## src/include/llsi_pkg.sv

```systemverilog
// Shared constants for the lift door limit and speed input block.
// Assumes one 100 MHz clock and a word-wide AHB-Lite register port.
package llsi_pkg;

    // ---------------------------------------------------------------
    // Register map (byte addresses, one aligned word each)
    // ---------------------------------------------------------------
    localparam int          ADDR_W     = 4;
    localparam logic [3:0]  REG_CTRL   = 4'h0;
    localparam logic [3:0]  REG_STATUS = 4'h4;
    localparam logic [3:0]  REG_CMD    = 4'h8;
    localparam logic [3:0]  REG_CUTS   = 4'hC;

    // ---------------------------------------------------------------
    // Control register fields
    // ---------------------------------------------------------------
    localparam int          CTRL_W        = 5;
    localparam int          CTRL_ZSPD     = 0;
    localparam int          CTRL_INV_LSB  = 1;
    localparam logic [4:0]  CTRL_RST      = 5'h00;
    localparam int          CUT_W         = 16;

    // ---------------------------------------------------------------
    // Pin vector layout: door limits, decel and correction switches
    // ---------------------------------------------------------------
    localparam int          DOOR_N        = 4;
    localparam int          PIN_NORM_LSB  = 0;
    localparam int          PIN_INV_LSB   = 4;
    localparam int          PIN_CLOSE_INV_B = 8;
    localparam int          PIN_MID_BOT   = 9;
    localparam int          PIN_MID_TOP   = 10;
    localparam int          PIN_CORR_BOT  = 11;
    localparam int          PIN_CORR_TOP  = 12;
    localparam int          PIN_ZSPD      = 13;
    localparam int          PIN_N         = 14;
    // Idle levels: active-low switches rest high, others rest low.
    localparam logic [13:0] PIN_RST       = 14'h1E0F;

    // ---------------------------------------------------------------
    // Motion states
    // ---------------------------------------------------------------
    typedef enum logic [2:0] {
        ST_IDLE,
        ST_UP,
        ST_DOWN,
        ST_HOLD_UP,
        ST_HOLD_DOWN
    } llsi_state_e;

endpackage : llsi_pkg

```

## src/rtl/llsi_sync.sv

```systemverilog
// Two-stage synchroniser for a vector of asynchronous pin levels.
// Assumes the pins are slow levels; no pulse is narrower than a cycle.
`timescale 1ns/1ps
module llsi_sync #(
    parameter int         W   = 1,
    parameter logic [W-1:0] RST = '0
) (
    input  wire logic         hclk,
    input  wire logic         hresetn,
    input  wire logic [W-1:0] pin_in,
    output logic      [W-1:0] pin_sync
);

    logic [W-1:0] stage1;

    // The first stage feeds only the second stage.
    always_ff @(posedge hclk or negedge hresetn) begin
        if (!hresetn) begin
            stage1   <= RST;
            pin_sync <= RST;
        end else begin
            stage1   <= pin_in;
            pin_sync <= stage1;
        end
    end

endmodule : llsi_sync

```

## src/rtl/llsi_limit_sel.sv

```systemverilog
// Polarity selection for one fireman door limit.
// Assumes both inputs are already synchronised to hclk.
`timescale 1ns/1ps
module llsi_limit_sel (
    input  wire logic norm_level,
    input  wire logic inv_level,
    input  wire logic use_inv,
    output logic      reached
);

    // Normal form reaches at 0V, inverted form reaches at +24V.
    assign reached = use_inv ? inv_level : ~norm_level;

endmodule : llsi_limit_sel

```

## src/rtl/llsi_top.sv

```systemverilog
// Door limit, speed-limit and zero-speed input conditioning for a lift.
// Assumes pins are asynchronous and the motion sequencer shares hclk.
`timescale 1ns/1ps
module llsi_top
    import llsi_pkg::*;
#(
    parameter int NUM_DOORS = DOOR_N
) (
    input  wire logic                 hclk,
    input  wire logic                 hresetn,
    // AHB-Lite slave port.
    input  wire logic                 hsel,
    input  wire logic [31:0]          haddr,
    input  wire logic [1:0]           htrans,
    input  wire logic                 hwrite,
    input  wire logic [2:0]           hsize,
    input  wire logic [31:0]          hwdata,
    input  wire logic                 hready,
    output logic                      hreadyout,
    output logic                      hresp,
    output logic [31:0]               hrdata,
    // Fireman door limits, normal form (0V reached).
    input  wire logic                 fire_door_open_limit_side_a,
    input  wire logic                 fire_door_closed_limit_side_a,
    input  wire logic                 fire_door_open_limit_side_b,
    input  wire logic                 fire_door_closed_limit_side_b,
    // Fireman door limits, inverted form (+24V reached).
    input  wire logic                 fire_door_open_limit_inv_side_a,
    input  wire logic                 fire_door_close_limit_inv_side_a,
    input  wire logic                 fire_door_open_limit_inv_side_b,
    input  wire logic                 fire_door_close_limit_inv_side_b,
    input  wire logic                 close_limit_inverted_side_b,
    // Shaft switches, all active low; drive zero-speed feedback, high while running.
    input  wire logic                 mid_speed_bottom_limit_n,
    input  wire logic                 mid_speed_top_limit_n,
    input  wire logic                 correction_bottom_n,
    input  wire logic                 correction_top_n,
    input  wire logic                 drive_zero_speed_feedback,
    // Requests from the motion sequencer.
    input  wire logic                 req_up,
    input  wire logic                 req_down,
    input  wire logic                 req_high,
    input  wire logic                 req_mid,
    input  wire logic                 req_low,
    // Commands to the drive inverter.
    output logic                      cmd_up,
    output logic                      cmd_down,
    output logic                      cmd_high,
    output logic                      cmd_mid,
    output logic                      cmd_low,
    // Conditioned limit flags to the sequencer.
    output logic [NUM_DOORS-1:0]      fire_limit_reached,
    output logic                      close_limit_b_reached,
    output logic                      drive_stopped
);

    // ---------------------------------------------------------------
    // Pin synchronisation
    // ---------------------------------------------------------------

    logic [PIN_N-1:0] pin_raw;
    logic [PIN_N-1:0] pin_s;

    // Gather the pins in package order.
    assign pin_raw = {drive_zero_speed_feedback,
                      correction_top_n,
                      correction_bottom_n,
                      mid_speed_top_limit_n,
                      mid_speed_bottom_limit_n,
                      close_limit_inverted_side_b,
                      fire_door_close_limit_inv_side_b,
                      fire_door_open_limit_inv_side_b,
                      fire_door_close_limit_inv_side_a,
                      fire_door_open_limit_inv_side_a,
                      fire_door_closed_limit_side_b,
                      fire_door_open_limit_side_b,
                      fire_door_closed_limit_side_a,
                      fire_door_open_limit_side_a};

    // Two flops before any logic reads a pin.
    llsi_sync #(
        .W   (PIN_N),
        .RST (PIN_RST)
    ) u_sync (
        .hclk     (hclk),
        .hresetn  (hresetn),
        .pin_in   (pin_raw),
        .pin_sync (pin_s)
    );

    // ---------------------------------------------------------------
    // Registers written by software
    // ---------------------------------------------------------------

    logic [CTRL_W-1:0] ctrl;
    logic [CTRL_W-1:0] next_ctrl;
    logic [CUT_W-1:0]  cut_count;
    logic [CUT_W-1:0]  next_cut_count;
    wire               zspd_enable = ctrl[CTRL_ZSPD];
    wire [NUM_DOORS-1:0] use_inv  = ctrl[CTRL_INV_LSB +: NUM_DOORS];

    // ---------------------------------------------------------------
    // Input conditioning
    // ---------------------------------------------------------------

    logic [NUM_DOORS-1:0] door_reached;

    // One polarity selector per fireman door limit.
    for (genvar i = 0; i < NUM_DOORS; i++) begin : g_door
        llsi_limit_sel u_sel (
            .norm_level (pin_s[PIN_NORM_LSB + i]),
            .inv_level  (pin_s[PIN_INV_LSB + i]),
            .use_inv    (use_inv[i]),
            .reached    (door_reached[i])
        );
    end

    // Shaft switches assert at 0V; the zero-speed level is high while running.
    wire close_b_hit  = pin_s[PIN_CLOSE_INV_B];
    wire mid_bot_hit  = ~pin_s[PIN_MID_BOT];
    wire mid_top_hit  = ~pin_s[PIN_MID_TOP];
    wire corr_bot_hit = ~pin_s[PIN_CORR_BOT];
    wire corr_top_hit = ~pin_s[PIN_CORR_TOP];
    wire drive_run    = pin_s[PIN_ZSPD];

    // ---------------------------------------------------------------
    // Motion state machine
    // ---------------------------------------------------------------

    llsi_state_e state;
    llsi_state_e next_state;

    wire want_up   = req_up & ~req_down;
    wire want_down = req_down & ~req_up;

    // A dropped request either stops at once or waits for zero speed.
    always_comb begin
        next_state = state;
        unique case (state)
            ST_IDLE: begin
                if (want_up) begin
                    next_state = ST_UP;
                end else if (want_down) begin
                    next_state = ST_DOWN;
                end
            end
            ST_UP: begin
                if (!want_up) begin
                    next_state = zspd_enable ? ST_HOLD_UP : ST_IDLE;
                end
            end
            ST_DOWN: begin
                if (!want_down) begin
                    next_state = zspd_enable ? ST_HOLD_DOWN : ST_IDLE;
                end
            end
            ST_HOLD_UP, ST_HOLD_DOWN: begin
                if (!drive_run || !zspd_enable) begin
                    next_state = ST_IDLE;
                end
            end
        endcase
    end

    always_ff @(posedge hclk or negedge hresetn) begin
        if (!hresetn) begin
            state <= ST_IDLE;
        end else begin
            state <= next_state;
        end
    end

    // ---------------------------------------------------------------
    // Speed and direction commands
    // ---------------------------------------------------------------

    wire running     = (next_state == ST_UP) | (next_state == ST_DOWN);
    wire high_cut    = corr_bot_hit | corr_top_hit;
    wire mid_cut     = mid_bot_hit | mid_top_hit;

    // Speeds drop with the run; direction may outlast them while held.
    wire next_cmd_high = running & req_high & ~high_cut;
    wire next_cmd_mid  = running & req_mid & ~mid_cut;
    wire next_cmd_low  = running & req_low;
    wire next_cmd_up   = (next_state == ST_UP) | (next_state == ST_HOLD_UP);
    wire next_cmd_down = (next_state == ST_DOWN) | (next_state == ST_HOLD_DOWN);

    // Count each cycle in which a requested speed is being cut.
    wire cut_event = running & ((req_high & high_cut) | (req_mid & mid_cut));

    // Command and flag outputs are all registered.
    always_ff @(posedge hclk or negedge hresetn) begin
        if (!hresetn) begin
            cmd_up                <= 1'b0;
            cmd_down              <= 1'b0;
            cmd_high              <= 1'b0;
            cmd_mid               <= 1'b0;
            cmd_low               <= 1'b0;
            fire_limit_reached    <= '0;
            close_limit_b_reached <= 1'b0;
            drive_stopped         <= 1'b1;
        end else begin
            cmd_up                <= next_cmd_up;
            cmd_down              <= next_cmd_down;
            cmd_high              <= next_cmd_high;
            cmd_mid               <= next_cmd_mid;
            cmd_low               <= next_cmd_low;
            fire_limit_reached    <= door_reached;
            close_limit_b_reached <= close_b_hit;
            drive_stopped         <= ~drive_run;
        end
    end

    // ---------------------------------------------------------------
    // AHB-Lite address and data phase
    // ---------------------------------------------------------------

    logic              wr_pending;
    logic [ADDR_W-1:0] wr_addr;

    // An address phase is taken when selected, NONSEQ or SEQ, and ready.
    wire               take     = hsel & htrans[1] & hready;
    wire [ADDR_W-1:0]  a_addr   = haddr[ADDR_W-1:0];
    wire               take_rd  = take & ~hwrite;
    wire               take_wr  = take & hwrite;
    wire               wr_ctrl  = wr_pending & (wr_addr == REG_CTRL);
    wire               wr_cuts  = wr_pending & (wr_addr == REG_CUTS);

    // A pending write lands at the end of its data phase.
    assign next_ctrl = wr_ctrl ? hwdata[CTRL_W-1:0] : ctrl;

    // Any write to the counter clears it; a new cut in that cycle still counts.
    always_comb begin
        next_cut_count = cut_count;
        if (wr_cuts) begin
            next_cut_count = '0;
        end
        if (cut_event && (next_cut_count != '1)) begin
            next_cut_count = next_cut_count + 1'b1;
        end
    end

    // Read sources; status and commands reflect the block's own state.
    wire [31:0] rd_ctrl   = {{(32-CTRL_W){1'b0}}, next_ctrl};
    wire [31:0] rd_status = {{(32-NUM_DOORS-6){1'b0}},
                             drive_run, corr_top_hit, corr_bot_hit,
                             mid_top_hit, mid_bot_hit, close_b_hit,
                             door_reached};
    wire [31:0] rd_cmd    = {{24{1'b0}}, state,
                             cmd_low, cmd_mid, cmd_high, cmd_down, cmd_up};
    wire [31:0] rd_cuts   = {{(32-CUT_W){1'b0}}, next_cut_count};

    // Only haddr[3:0] is decoded, so higher addresses alias; unused low offsets read as zero and ignore writes.
    wire [31:0] rd_mux = (a_addr == REG_CTRL)   ? rd_ctrl   :
                         (a_addr == REG_STATUS) ? rd_status :
                         (a_addr == REG_CMD)    ? rd_cmd    :
                         (a_addr == REG_CUTS)   ? rd_cuts   : 32'h0000_0000;

    // Bus-side flops: zero-wait slave with an always OKAY answer.
    always_ff @(posedge hclk or negedge hresetn) begin
        if (!hresetn) begin
            hreadyout  <= 1'b1;
            hresp      <= 1'b0;
            hrdata     <= 32'h0000_0000;
            wr_pending <= 1'b0;
            wr_addr    <= '0;
        end else begin
            hreadyout  <= 1'b1;
            hresp      <= 1'b0;
            wr_pending <= take_wr;
            if (take_wr) begin
                wr_addr <= a_addr;
            end
            if (take_rd) begin
                hrdata <= rd_mux;
            end
        end
    end

    // Software registers.
    always_ff @(posedge hclk or negedge hresetn) begin
        if (!hresetn) begin
            ctrl      <= CTRL_RST;
            cut_count <= '0;
        end else begin
            ctrl      <= next_ctrl;
            cut_count <= next_cut_count;
        end
    end

endmodule : llsi_top

```

## config.mk

```make
export PLATFORM = sky130hd
export DESIGN_NAME = llsi_top
export DESIGN_NICKNAME = d
export VERILOG_FILES = /design/src/include/llsi_pkg.sv /design/src/rtl/llsi_sync.sv /design/src/rtl/llsi_limit_sel.sv /design/src/rtl/llsi_top.sv
export SDC_FILE = /design/constraint.sdc
export NUM_CORES = 1
export LEC_CHECK = 0
export BUFFER_PORTS_ARGS = -buffer_cell sky130_fd_sc_hd__buf_2
export CORE_MARGIN = 1
export CORE_UTILIZATION = 40
export DETAILED_ROUTE_END_ITERATION = 8
export GPL_TIMING_DRIVEN = 0
export PLACE_DENSITY = 0.69
export SETUP_SLACK_MARGIN = 0.3
export SYNTH_ARGS = -nofsm -noshare
export SYNTH_HDL_FRONTEND = slang
export SYNTH_SLANG_ARGS = --single-unit
```

## constraint.sdc

```tcl
create_clock -name hclk -period 4.19 [get_ports hclk]
set_clock_uncertainty 0.2 [all_clocks]
set_input_delay 0.419 -clock hclk [delete_from_list [all_inputs] [get_ports hclk]]
set_output_delay 0.419 -clock hclk [all_outputs]
set_load 0.03 [all_outputs]
```

After elaboration in Yosys (flattened, before gate mapping)
Index checks and enable logic that the tools add are counted.
{ "totals": {"regBits": 100, "elab_cells": 93, "inputBits": 93, "out_inout_bits": 45} }
{ "classes": {"n_eq_ne": 13, "bitwise": 36, "n_reduce_logical": 8, "muxes": 19, "add_sub_neg": 1} }
{ "op_table": {"columns": ["op", "n"], "rows": [
  ["$mux W16", 6],
  ["$mux W3", 6],
  ["$add A16 B1 Y16 const B", 1],
  ["$and A1 B1 Y1", 16],
  ["$ne A16 B16 Y1 const B", 1],
  ["$not A1 Y1", 14],
  ["$eq A3 B2 Y1 const B", 4],
  ["$eq A4 B4 Y1 const B", 3],
  ["$pmux W3 S4", 1],
  ["$logic_not A4 Y1", 2],
  ["$eq A3 B1 Y1 const B", 2],
  ["$eq A3 B3 Y1 const B", 2],
  ["$or A1 B1 Y1", 6],
  ["$mux W5", 1],
  ["$eq A4 B3 Y1 const B", 1],
  ["$mux W1", 4],
  ["$logic_not A3 Y1", 1],
  ["$logic_not A1 Y1", 2],
  ["$mux W2", 1],
  ["$reduce_or A2 Y1", 1],
  ["$logic_and A1 B1 Y1", 1],
  ["$logic_or A1 B1 Y1", 1]
]} }

Depth between registers and ports, before layout
{ "depth": {"ltp_word": 14, "mapped_depth": 13, "mapped_depth_nobuf": 11} }

Cells and area by module
From an unflattened synthesis, not the netlist that was laid out.
{ "unflattened": {"cells_unflattened": 362, "hier_area_um2": 3901.2} }
{ "modules_own_cells": {"columns": ["module", "area_each_um2", "n_inst", "seq_area_each_um2", "cells_per_inst"], "rows": [
  ["llsi_top", 3145.5, 1, 1402.6, 326],
  ["llsi_sync", 720.7, 1, 720.7, 28],
  ["llsi_limit_sel", 8.8, 4, 0.0, 2]
]} }

Least setup slack after synthesis
No wires, ideal clock.
{ "synth_path": {"kind": "flip-flop to flip-flop", "from": "register wr_addr[1]", "to": "register hrdata[4]", "t_required_ns": 3.855, "arrival_time_ns": 2.769, "setup_ns": 0.135, "period_less_slack_ns": 3.104, "slack_ns": 1.086, "n_path_buf": 2, "stages_incl_launch_ff": 14, "cell_sequence": "dfrtp_1 > or3b_4 > or2_2 > clkbuf_1 > and2_1 > ha_1 > and3_1 > nand4_1 > nor2_1 > nor4_4 > buf_4 > a21oi_1 > a311oi_1 > o31ai_1"} }
{ "synth_between": {"elab_chain_cells": 10, "word_cells_on_any_way": 14, "cone_classes": "add/sub: 1; eq/ne: 2; mux: 7; bitwise: 2; reduce/logical: 2"} }
{ "synth_lines": {"columns": ["element", "line", "rtl"], "rows": [
  ["start, declared", "llsi_top.sv:219", "logic [ADDR_W-1:0] wr_addr;"],
  ["start signal, assigned", "llsi_top.sv:272", "wr_addr <= a_addr;"],
  ["parallel branches: the longest is 9 deep, another holds $add A16 B1 Y16", null, null],
  ["$mux W16 *", "llsi_top.sv:254", "wire [31:0] rd_mux = (a_addr == REG_CTRL) ? rd_ctrl :"],
  ["end signal, assigned", "llsi_top.sv:275", "hrdata <= rd_mux;"],
  ["end, declared", "llsi_top.sv:21", "output logic [31:0] hrdata,"]
]} }
Every way passes the cells marked *.
A chain may end at the register's enable or synchronous reset.

Final worst setup path
Ends and elaborated chain as after synthesis.

==> run summary <==
GRT overflow = 0
Final setup vio count = 0
Final Hold Fails = 0
Total Wirelength = 7870 um
Largest stage delay on the critical path = 0.42 ns
Placed insts = 509
Delay-heaviest family, CP = simple AND/OR/NAND/NOR gates
CTS Root Cell = clkbuf_8
Crit Path Max Fanout = 10
Hold Crit Class = in -> reg
Largest area contributor in the synthesized netlist = dfrtp_1
Number of synthesized flops with an enable pin = 0
Fraction of layout cells with a size suffix above 1 = 31.3%
Hold wc startpoint = hwdata[3]
Yosys top cell area share = 46.4%
Asr flop ratio synth = 100%
CTS Buf Count = 9
Startpoint types = flop
Core area = 0.00872 mm2
CP Cell Sequence = or3b_4 -> or2_2 -> clkbuf_1 -> and2_1 -> ha_1 -> and3_1 -> nand4_1 -> nor2_1 -> nor4_4 -> buf_4 -> a21oi_1 -> a311oi_1 -> o31ai_1
Critical path's slowest cell = or3b_4
Synth Area per Inst = 11.1 um2
PwrDens = 533 mW/mm2
CP bufs+invs = 2
Layout Nets = 521
Worst-margin pin slew = 0.920 ns
Critical path depth = 13
Yosys reg bits = 84
Setup crit end = hrdata[4]
Static leakage = 2.19 nW
Initial antenna violation count = 0
Peak VDD IR = 0.368 mV
Htree depth = 3
Via density = 5.04
Crit path time final = 3.45 ns
Fin cells = 540
R2r startpoint = wr_addr[1]
Worst R2R Setup Slack = 0.74 ns
Synthesis-to-layout area growth = 26.6%
Synth Flop Type = dfrtp_1
Clk_lat worst skew = 0.36 ns
HPWL Detailed = 5710 um
Vias = 2723
Clock Pin Slew Worst Setup and Hold Paths = 0.09 ns
Top post-synthesis cells by count = 67 x dfrtp_1, 36 x nand2_1, 23 x nor2_1
Largest net degree at the start of global routing = 61
Netlist Area Pre-Place = 0.00361 mm2
Drt wl/cell = 14.6 um
CP arrival = 3.48 ns
Rel. slew slack = 38.2%
CP startpoint = wr_addr[1]
N_diodes = 0
Initial core utilization = 41.4%
Synth warnings = 0
CP Capture Type = flop
Register area share after synthesis = 58.8%
Total GRT Usage = 18.0%
RePlAce Congestion = 0.932
CTS max path bufs = 2
Tot Pwr = 2.44 mW
Netlist cell types = 59
DRC Markers = 0
Cell Rows = 34
Global-route wire length before repair = 13000 um
R2r worst-path depth = 13
Unrepaired setup endpoints after global routing = no
Worst EP required = 4.22 ns
Die W = 97.0 um
Vias in the first global route = 2575
DRT Pass-1 Iters = 4
RR Endpoint = hrdata[4]
Largest cells by area after synthesis = dfrtp_1 46%, dfstp_2 12%, buf_4 3.9%
TritonCTS Sinks = 84
# IOs = 138
CTS tree = yes
Fmax = 0.290 GHz
Die Area = 0.00941 mm2
Post-route clock period utilization = 82.2%
Max Transition Viols Final = 0
Drt initial violations = 135
Setup TNS after final layout = 0 ns
Chip Height = 97.0 um
Status = complete, no violations
Worst hold slack = 0.106 ns
Max-cap viol count = 0
Synthesized instance count = 324
# port buffers = 60
Final ANT Viol Nets = 0
Most frequent cell after synthesis = dfrtp_1
Setup Buffers After CTS = 0
Critical path class = reg -> reg
==> worst min path at each step <==
stage	end	cells after the start
final	ctrl[3]	2
after global routing	cmd_low	2
after CTS	cmd_low	2
after detailed placement	u_sync.pin_sync[8]	0
after global placement	u_sync.pin_sync[13]	0
after floorplan	close_limit_b_reached	0
==> registers in the layout (all words and copies together) (netlist names), 3 cells and up <==
register            flops
u_sync.stage1          14
u_sync.pin_sync        14
ctrl                    5
fire_limit_reached      4
cut_count              16
wr_addr                 4
hrdata                 16
state                   3
==> power breakdown <==
group	switching, mW	internal (mW)	total (mW)
clock	0.290	0.519	0.808
combinational	0.372	0.218	0.590
sequential	0.0971	0.945	1.04
total	0.758	1.68	2.44
==> stage by stage <==
stage | area, um2 | worst slack, ns | utilization (%)
6_report | 4570 | 0.745 | 52.5
5_1_grt | 4570 | 0.472 | 52.5
4_1_cts | 4570 | 0.746 | 52.5
3_5_place_dp | 4140 | 0.762 | 47.4
3_3_place_gp | 4110 | 0.778 | 47.1
2_1_floorplan | 3670 | 1.09 | -
==> cells by family after synthesis <==
group	after synthesis	share of synthesized area [%]
AO/OA/AOI/OAI	64	12.4
XOR/XNOR	14	3.60
other	2	0.208
multiplexers	6	2.04
AND/OR/NAND/NOR	115	16.4
buffers and inverters	38	6.27
flip-flops	84	58.8
adder cells (fa/ha/maj)	1	0.346
==> layout make-up <==
| class | instances | area [um2] |
|---|---|---|
| Buffer | 31 | 200 |
| Clock buffer | 10 | 128 |
| Clock inverter | 6 | 159 |
| Fill cell | 781 | 4150 |
| Inverter | 7 | 26.3 |
| Multi-Input combinational cell | 218 | 1320 |
| Sequential cell | 84 | 2120 |
| Tap cell | 108 | 135 |
| Timing Repair Buffer | 76 | 480 |
==> layer usage <==
layer / track usage, % / share of wire [%] / vias to the layer above
met5: 0 / 0 / -
met4: 9.30 / 2.0 / 0
met3: 3.90 / 5.8 / 13
met2: 27.0 / 48 / 96
met1: 24.4 / 44 / 1297
li1: - / - / 1317
==> cells in the final DEF (no fill, tap or decap), types with 6 or more instances in the layout <==
cell | netlist | routed
dfrtp_1 | 67 | 67
buf_2 | 4 | 63
nand2_1 | 36 | 36
nor2_1 | 23 | 23
buf_4 | 19 | 20
conb_1 | 2 | 18
dfstp_2 | 17 | 17
dlygate4sd3_1 | 0 | 15
o21ai_0 | 14 | 14
xor2_1 | 11 | 11
nand4_1 | 9 | 9
clkbuf_8 | 0 | 9
and3_1 | 8 | 8
nand3_1 | 7 | 7
clkbuf_1 | 6 | 7
a21oi_1 | 7 | 7
a31oi_1 | 6 | 6
inv_1 | 6 | 6
a311oi_1 | 6 | 6
nor3_1 | 6 | 6
o21ai_1 | 6 | 6
==> what timing repair did <==
action	CTS	global route
hold endpoints to repair	34	0
gates resized for setup	0	0
hold buffers	15	0
(Power assumes the default switching activity.)
